`src/core/pdc_pkg.sv`:
```
package pdc_pkg;

	localparam logic [11:0] PDC_OFF_PUMP  = 12'h000;
	localparam logic [11:0] PDC_OFF_DELAY = 12'h004;
	localparam logic [11:0] PDC_OFF_DIV   = 12'h008;
	localparam logic [11:0] PDC_OFF_PRESC = 12'h00c;
	localparam logic [11:0] PDC_OFF_STAT  = 12'h010;

	localparam int PDC_PRESET_BIT  = 0;
	localparam int PDC_CUR_LSB     = 14;
	localparam int PDC_CUR_W       = 4;
	localparam int PDC_DLY_REF_LSB = 0;
	localparam int PDC_DLY_FB_LSB  = 3;
	localparam int PDC_DLY_W       = 3;
	localparam int PDC_RDIV_LSB    = 0;
	localparam int PDC_FDIV_LSB    = 14;
	localparam int PDC_DIV_W       = 14;
	localparam int PDC_PRESC_LSB   = 5;
	localparam int PDC_PRESC_W     = 7;
	localparam int PDC_STAT_RAT_LSB = 0;
	localparam int PDC_STAT_BAD_BIT = 8;

	localparam logic [3:0]  PDC_CUR_RST   = 4'hb;
	localparam logic [13:0] PDC_DIV_RST   = 14'h007f;
	localparam logic [6:0]  PDC_PRESC_RST = 7'h20;
	localparam logic [2:0]  PDC_DLY_RST   = 3'h0;
	localparam logic [6:0]  PDC_RATIO_RST = 7'h01;

	localparam logic [1:0] PDC_PRE_PROD  = 2'h0;
	localparam logic [1:0] PDC_PRE_DIV1  = 2'h1;
	localparam logic [1:0] PDC_PRE_SMALL = 2'h2;
	localparam logic [2:0] PDC_PRE_BASE  = 3'h2;

	localparam logic [7:0]  PDC_CUR_STEP_UA = 8'hc8;
	localparam logic [10:0] PDC_DLY_PS [8] = '{11'h000, 11'h0a0, 11'h140, 11'h1e0,
		11'h33e, 11'h46a, 11'h5aa, 11'h6d6};

endpackage : pdc_pkg

```
`src/core/pdc_pll_cfg.sv`:
```
// Chosen here: the APB register port and the register offsets.
`timescale 1ns/1ps
module pdc_pll_cfg
	import pdc_pkg::*;
(
	input  wire logic               clk,
	input  wire logic               sys_rst,
	input  wire logic               ce,
	input  wire logic               psel,
	input  wire logic               penable,
	input  wire logic               pwrite,
	input  wire logic [11:0]        paddr,
	input  wire logic [31:0]        pwdata,
	input  wire logic [3:0]         pstrb,
	output logic      [31:0]        prdata,
	output logic                    pready,
	output logic                    pslverr,
	input  wire logic               pfd_up,
	input  wire logic               pfd_down,
	output logic      [14:0]        ref_div_ratio,
	output logic      [14:0]        fb_div_ratio,
	output logic      [6:0]         prescale_ratio,
	output logic                    prescale_bad,
	output logic      [2:0]         ref_path_delay_code,
	output logic      [2:0]         fb_path_delay_code,
	output logic      [10:0]        ref_delay_ps,
	output logic      [10:0]        fb_delay_ps,
	output logic signed [11:0]      output_skew_ps,
	output logic      [3:0]         pump_current_code,
	output logic      [11:0]        pump_current_ua,
	output logic                    pump_hiz,
	output logic                    pump_preset_mid,
	output logic                    pump_source,
	output logic                    pump_sink
);

	function automatic logic [7:0] presc_decode(input logic [6:0] f);
		logic [2:0] s1;
		logic [3:0] s2;
		logic [6:0] prod;
		s1 = 3'(PDC_PRE_BASE + {1'b0, f[1:0]});
		s2 = 4'({1'b0, f[4:2]} + 4'h1);
		prod = 7'(({4'h0, s1} * {3'h0, s2}) << 1);
		unique case (f[6:5])
			PDC_PRE_DIV1:  presc_decode = {1'b1, PDC_RATIO_RST};
			PDC_PRE_SMALL: presc_decode = {1'b1, 4'h0, s1};
			PDC_PRE_PROD:  presc_decode = {1'b1, prod};
			default:       presc_decode = {1'b0, PDC_RATIO_RST};
		endcase
	endfunction : presc_decode

	function automatic logic [31:0] strb_merge(input logic [31:0] old_w,
		input logic [31:0] new_w, input logic [3:0] strb);
		for (int i = 0; i < 4; i++)
		begin
			strb_merge[i*8 +: 8] = strb[i] ? new_w[i*8 +: 8] : old_w[i*8 +: 8];
		end
	endfunction : strb_merge

	logic [3:0]  cur_reg, cur_next;
	logic        preset_reg, preset_next;
	logic [2:0]  dref_reg, dref_next;
	logic [2:0]  dfb_reg, dfb_next;
	logic [13:0] rdiv_reg, rdiv_next;
	logic [13:0] fdiv_reg, fdiv_next;
	logic [6:0]  presc_reg, presc_next;
	logic [6:0]  ratio_reg, ratio_next;
	logic        bad_reg, bad_next;
	logic [31:0] prdata_reg, prdata_next;
	logic        ok_reg, ok_next;

	logic [14:0] rdr_reg, rdr_next;
	logic [14:0] fdr_reg, fdr_next;
	logic [10:0] rps_reg, rps_next;
	logic [10:0] fps_reg, fps_next;
	logic signed [11:0] skew_reg, skew_next;
	logic [11:0] ua_reg, ua_next;
	logic        hiz_reg, hiz_next;
	logic        src_reg, src_next;
	logic        snk_reg, snk_next;

	logic [31:0] rd_word;
	logic [31:0] wword;
	logic        hit;
	logic        wr_en;
	logic [7:0]  pdec;

	// Address decode and readback
	always_comb
	begin
		rd_word = 32'h0;
		hit = 1'b1;
		unique case (paddr)
			PDC_OFF_PUMP:
			begin
				rd_word[PDC_CUR_LSB +: PDC_CUR_W] = cur_reg;
				rd_word[PDC_PRESET_BIT] = preset_reg;
			end
			PDC_OFF_DELAY:
			begin
				rd_word[PDC_DLY_REF_LSB +: PDC_DLY_W] = dref_reg;
				rd_word[PDC_DLY_FB_LSB +: PDC_DLY_W] = dfb_reg;
			end
			PDC_OFF_DIV:
			begin
				rd_word[PDC_RDIV_LSB +: PDC_DIV_W] = rdiv_reg;
				rd_word[PDC_FDIV_LSB +: PDC_DIV_W] = fdiv_reg;
			end
			PDC_OFF_PRESC:
			begin
				rd_word[PDC_PRESC_LSB +: PDC_PRESC_W] = presc_reg;
			end
			PDC_OFF_STAT:
			begin
				rd_word[PDC_STAT_RAT_LSB +: PDC_PRESC_W] = ratio_reg;
				rd_word[PDC_STAT_BAD_BIT] = bad_reg;
			end
			default:
			begin
				hit = 1'b0;
			end
		endcase
	end

	assign pready  = psel & penable & ce & ok_reg;
	assign pslverr = pready & ~hit;
	assign wr_en   = pready & pwrite & hit;
	assign wword   = strb_merge(rd_word, pwdata, pstrb);
	assign pdec    = presc_decode(wword[PDC_PRESC_LSB +: PDC_PRESC_W]);

	// Bus handshake and read data
	always_comb
	begin
		ok_next = ok_reg;
		prdata_next = prdata_reg;
		if (ce)
		begin
			ok_next = psel & ~pready;
			if (psel & ~pwrite)
			begin
				prdata_next = rd_word;
			end
		end
	end

	always_ff @(posedge clk)
	begin
		if (sys_rst)
		begin
			ok_reg <= 1'b0;
			prdata_reg <= 32'h0;
		end
		else
		begin
			ok_reg <= ok_next;
			prdata_reg <= prdata_next;
		end
	end

	// Configuration storage
	always_comb
	begin
		cur_next = cur_reg;
		preset_next = preset_reg;
		dref_next = dref_reg;
		dfb_next = dfb_reg;
		rdiv_next = rdiv_reg;
		fdiv_next = fdiv_reg;
		presc_next = presc_reg;
		ratio_next = ratio_reg;
		bad_next = bad_reg;
		if (wr_en)
		begin
			unique case (paddr)
				PDC_OFF_PUMP:
				begin
					cur_next = wword[PDC_CUR_LSB +: PDC_CUR_W];
					preset_next = wword[PDC_PRESET_BIT];
				end
				PDC_OFF_DELAY:
				begin
					dref_next = wword[PDC_DLY_REF_LSB +: PDC_DLY_W];
					dfb_next = wword[PDC_DLY_FB_LSB +: PDC_DLY_W];
				end
				PDC_OFF_DIV:
				begin
					rdiv_next = wword[PDC_RDIV_LSB +: PDC_DIV_W];
					fdiv_next = wword[PDC_FDIV_LSB +: PDC_DIV_W];
				end
				PDC_OFF_PRESC:
				begin
					presc_next = wword[PDC_PRESC_LSB +: PDC_PRESC_W];
					if (pdec[7])
					begin
						ratio_next = pdec[6:0];
					end
				end
				PDC_OFF_STAT:
				begin
					if (pwdata[PDC_STAT_BAD_BIT] & pstrb[PDC_STAT_BAD_BIT / 8])
					begin
						bad_next = 1'b0;
					end
				end
				default:
				begin
					bad_next = bad_reg;
				end
			endcase
		end
		if (wr_en && paddr == PDC_OFF_PRESC && !pdec[7])
		begin
			bad_next = 1'b1;
		end
	end

	always_ff @(posedge clk)
	begin
		if (sys_rst)
		begin
			cur_reg <= PDC_CUR_RST;
			preset_reg <= 1'b0;
			dref_reg <= PDC_DLY_RST;
			dfb_reg <= PDC_DLY_RST;
			rdiv_reg <= PDC_DIV_RST;
			fdiv_reg <= PDC_DIV_RST;
			presc_reg <= PDC_PRESC_RST;
			ratio_reg <= PDC_RATIO_RST;
			bad_reg <= 1'b0;
		end
		else if (ce)
		begin
			cur_reg <= cur_next;
			preset_reg <= preset_next;
			dref_reg <= dref_next;
			dfb_reg <= dfb_next;
			rdiv_reg <= rdiv_next;
			fdiv_reg <= fdiv_next;
			presc_reg <= presc_next;
			ratio_reg <= ratio_next;
			bad_reg <= bad_next;
		end
	end

	// Decoded settings, taken from next values so a write acts at once
	always_comb
	begin
		rdr_next = 15'({1'b0, rdiv_next} + 15'h1);
		fdr_next = 15'({1'b0, fdiv_next} + 15'h1);
		rps_next = PDC_DLY_PS[dref_next];
		fps_next = PDC_DLY_PS[dfb_next];
		skew_next = $signed({1'b0, rps_next}) - $signed({1'b0, fps_next});
		ua_next = {4'h0, cur_next} * {4'h0, PDC_CUR_STEP_UA};
		hiz_next = (cur_next == 4'h0) & ~preset_next;
		src_next = pfd_up & ~pfd_down & ~hiz_next & ~preset_next;
		snk_next = pfd_down & ~pfd_up & ~hiz_next & ~preset_next;
	end

	always_ff @(posedge clk)
	begin
		if (sys_rst)
		begin
			rdr_reg <= 15'({1'b0, PDC_DIV_RST} + 15'h1);
			fdr_reg <= 15'({1'b0, PDC_DIV_RST} + 15'h1);
			rps_reg <= 11'h0;
			fps_reg <= 11'h0;
			skew_reg <= 12'sh0;
			ua_reg <= {4'h0, PDC_CUR_RST} * {4'h0, PDC_CUR_STEP_UA};
			hiz_reg <= 1'b0;
			src_reg <= 1'b0;
			snk_reg <= 1'b0;
		end
		else if (ce)
		begin
			rdr_reg <= rdr_next;
			fdr_reg <= fdr_next;
			rps_reg <= rps_next;
			fps_reg <= fps_next;
			skew_reg <= skew_next;
			ua_reg <= ua_next;
			hiz_reg <= hiz_next;
			src_reg <= src_next;
			snk_reg <= snk_next;
		end
	end

	assign prdata              = prdata_reg;
	assign ref_div_ratio       = rdr_reg;
	assign fb_div_ratio        = fdr_reg;
	assign prescale_ratio      = ratio_reg;
	assign prescale_bad        = bad_reg;
	assign ref_path_delay_code = dref_reg;
	assign fb_path_delay_code  = dfb_reg;
	assign ref_delay_ps        = rps_reg;
	assign fb_delay_ps         = fps_reg;
	assign output_skew_ps      = skew_reg;
	assign pump_current_code   = cur_reg;
	assign pump_current_ua     = ua_reg;
	assign pump_hiz            = hiz_reg;
	assign pump_preset_mid     = preset_reg;
	assign pump_source         = src_reg;
	assign pump_sink           = snk_reg;

endmodule : pdc_pll_cfg

```
`config.mk`:
```
export PLATFORM = sky130hd
export DESIGN_NAME = pdc_pll_cfg
export DESIGN_NICKNAME = d
export VERILOG_FILES = /design/src/core/pdc_pkg.sv /design/src/core/pdc_pll_cfg.sv
export SDC_FILE = /design/constraint.sdc
export NUM_CORES = 1
export LEC_CHECK = 0
export BUFFER_PORTS_ARGS = -buffer_cell sky130_fd_sc_hd__buf_2
export CAP_MARGIN = 20
export CORE_AREA = 2 2 137 139
export DETAILED_ROUTE_END_ITERATION = 8
export DIE_AREA = 0 0 139 141
export MAX_ROUTING_LAYER = met4
export PLACE_DENSITY = 0.68
export SETUP_SLACK_MARGIN = 0.4
export SYNTH_ARGS = -nofsm -noshare
export SYNTH_HDL_FRONTEND = slang
export SYNTH_SLANG_ARGS = --single-unit
```
`constraint.sdc`:
```
create_clock -name clk -period 5.4 [get_ports clk]
set_input_delay 1.08 -clock clk [delete_from_list [all_inputs] [get_ports clk]]
set_output_delay 1.08 -clock clk [all_outputs]
set_load 0.02 [all_outputs]
```
==> impl_metrics.tcl <==
set metrics [dict create \
    cts_tree "built" \
    ant_nets 0 \
    synth_ff_type "dfxtp_1" \
    wirelength_met1_microns 11880 \
    drt-initial-drc-count 657 \
    worstSetupStartpointType "input port" \
    first_pass_iters 6 \
    reg2reg_setup_slack_ns 1.38 \
    rsz0062_at_grt "no" \
    die_w_microns 139 \
    post_cts_buffers 0 \
    path_class "in -> reg" \
    register_area_sq_mm 0.002943 \
    first_global_vias 7161 \
    hp-class "reg -> reg" \
    worstSkewPairLatency_ns 0.43 \
    fin_ws_ns 0.7275 \
    period_minus_slack_ns 4.672 \
    yosys_warnings 0 \
    pwr_density_cell_mw_per_mm2 264.1 \
    cp-startpoint "paddr[3]" \
    ioPinCount 188 \
    grt_pass1_wl_microns 40320 \
    tightest_slew_ns 0.8834 \
    syn_avg_cell_area_sq_um 8.213 \
    synthArstFlopShare_pct 0 \
    critPathArrivalTime_ns 5.01 \
    synth_edf_count 0 \
    place_congestion 0.9958 \
    max-slew-margin-rel_pct 40.71 \
    dr_wl_met3_microns 1968 \
    dp_slack_ns 0.3532 \
    finalSetupViolations 0 \
    cts_resized 0 \
    finalCritPeriodShare_pct 86.53 \
    syn_inst 980 \
    crit_path_max_fanout 25 \
    clockBufferDepth 2 \
    ys_ff_latch 147 \
    worstSetupEndpoint "output_skew_ps[10]" \
    outcome "complete, no violations" \
    grt_max_degree 75 \
    grtUsageTotal_pct 26.97 \
    multi_input_area_sq_mm 0.004626 \
    leakage_nw 4.339 \
    antennaDiodeCount 0 \
    route.detailed.drc 0 \
    area_growth_pct 21.05 \
    start_util_pct 44.06 \
    r2r_cells 15 \
    cp-end-kind "register" \
    fmax_ghz 0.2140 \
    overflow 0 \
    maxCapViolations 0 \
    tns_ns 0 \
    hpwl_microns 19350 \
    viasPerCell 5.707 \
    wl_microns 25910 \
    dieArea_sq_mm 0.01960 \
    cts-buffers-inserted 17 \
    place.port_buffers 173 \
    cp_data_required_time_ns 5.74 \
    nets 1228 \
    syn-cell-area_sq_mm 0.008049 \
    ys_seq_area_share_pct 36.56 \
    grt_antenna_before_repair 0 \
    finalHoldViolations 0 \
    hold_start "prdata[24]" \
    num_vias 7898 \
    wire_per_inst_microns 18.72 \
    r2r_start "ok_reg" \
    vdd_drop_max_v 0.0002296 \
    largest_reg_flops 28 \
    core_sq_mm 0.01827 \
    htreeDepth 4 \
    fp-row-count 50 \
    fin_skew_ns 0.01135 \
    clkSinkCount 147 \
    cts.clk_slew.worst_paths_ns 0.06 \
    cts_root_buffer "clkbuf_16" \
    r2r_end "output_skew_ps[9]" \
    num-fill-cells 1810 \
    die_h_microns 141 \
    met2WireLength_microns 11360 \
    top_layer "met4" \
    slew_violations 0 \
    hold_buffers 0 \
    layout-drive-gt1-share_pct 23.83 \
    synth.distinct_cells 81 \
]
==> kinds of logic (layout without fill, tap and decap cells) <==
kind of cell | count (synthesis) | count (layout) | share of synthesized area, %
and+or+nand+nor | 382 | 382 | 23.41
AOI/OAI and AO/OA | 232 | 232 | 19.37
DFF | 147 | 147 | 36.56
buffers and inverters | 115 | 276 | 6.467
muxes | 55 | 55 | 7.011
adders and majority gates | 35 | 35 | 5.720
xor gates and xnor gates | 13 | 13 | 1.415
other | 1 | 10 | 0.04659
==> worst min path at each step <==
stage / endpoint / slack [ns] / cells past startpoint
2_1_floorplan: presc_reg[0] / 0.43 / 2
3_3_place_gp: prdata[13] / 0.44 / 2
3_5_place_dp: prdata[9] / 0.44 / 2
4_1_cts: prdata[9] / 0.45 / 2
5_1_grt: prdata[13] / 0.46 / 2
6_report: prdata[24] / 0.45 / 2
==> stage by stage <==
stage / total power, mW / util (%) / std cells / hold slack, ns / area, sq um
after floorplan: 1.286 / - / 989 / 0.4329 / 8083
after global placement: 1.371 / 50.03 / 1352 / 0.4363 / 9140
after detailed placement: 1.372 / 50.03 / 1352 / 0.4422 / 9140
after CTS: 2.581 / 53.30 / 1384 / 0.4512 / 9737
after global routing: 2.654 / 53.34 / 1384 / 0.4594 / 9743
final: 2.573 / 53.34 / 1384 / 0.4497 / 9743
==> layout by cell type (no fill, tap or decap), drive strengths merged, types with 8 or more instances in the layout <==
| master | instances |
|---|---|
| nor3 | 23 |
| o21ai | 28 |
| mux2i | 44 |
| and2 | 12 |
| a21oi | 70 |
| nor2 | 117 |
| clkbuf | 24 |
| buf | 213 |
| inv | 31 |
| a31oi | 12 |
| or3 | 12 |
| or2 | 8 |
| nand2b | 8 |
| a211oi | 25 |
| conb | 10 |
| nand3 | 33 |
| nor4 | 14 |
| dfxtp | 147 |
| nand4 | 11 |
| ha | 32 |
| o31ai | 8 |
| nand2 | 102 |
| nor2b | 12 |
| mux2 | 11 |
==> worst max-delay path, stage by stage <==
cell	delay (ns)
buf_2	0.40
nor2b_1	0.18
a32o_1	0.31
a221oi_1	0.48
o31a_1	0.29
inv_1	0.09
ha_1	0.23
or2_2	0.30
ha_1	0.33
nor2b_1	0.14
o21ai_0	0.12
a21boi_0	0.12
o211ai_1	0.26
a21oi_1	0.12
or3_1	0.37
a31oi_1	0.17
==> power by group <==
group | total, mW | internal [mW] | switching (mW)
clock | 1.22 | 0.753 | 0.466
combinational | 0.245 | 0.0810 | 0.164
sequential | 1.11 | 1.10 | 0.00891
total | 2.57 | 1.93 | 0.639
==> synth_stat cells, types with 6 or more instances <==
cell	count	area share, %
a211oi_1	25	2.3
mux2i_1	44	5.5
ha_1	32	5.0
xor2_1	6	0.65
nor3_1	23	1.4
nand2b_1	8	0.62
o21a_1	7	0.65
nor2_1	117	5.5
buf_4	20	1.9
mux2_2	11	1.5
a211o_1	7	0.76
o21ai_0	28	1.7
a21oi_1	70	4.4
and2_1	9	0.70
o211ai_1	7	0.65
dfxtp_1	147	37
xnor2_1	7	0.76
nor2b_1	12	0.93
nand2_1	102	4.8
and3b_1	6	0.65
clkbuf_1	53	2.5
or2_2	8	0.62
a31oi_1	12	0.93
nor4_1	12	0.93
nand4_1	11	0.86
or3_1	10	0.78
a21o_1	7	0.65
a22oi_1	6	0.56
nand3_1	32	2.0
inv_1	30	1.4
o31ai_1	8	0.75
==> cell type report <==
class / count / area share, %
inverters: 31 / 1.194
well taps: 234 / 3.005
clock buffers: 24 / 4.841
flip-flops and latches: 147 / 30.20
multi-input cells: 727 / 47.48
repair buffers: 213 / 11.99
clock inverters: 8 / 1.284
==> metal layers <==
metal	track usage [%]	vias up
met2	40.37	331
met5	-	-
met4	9.835	0
met1	36.21	3708
met3	5.537	51
li1	-	3808
Power figures use the tool's default switching activity.
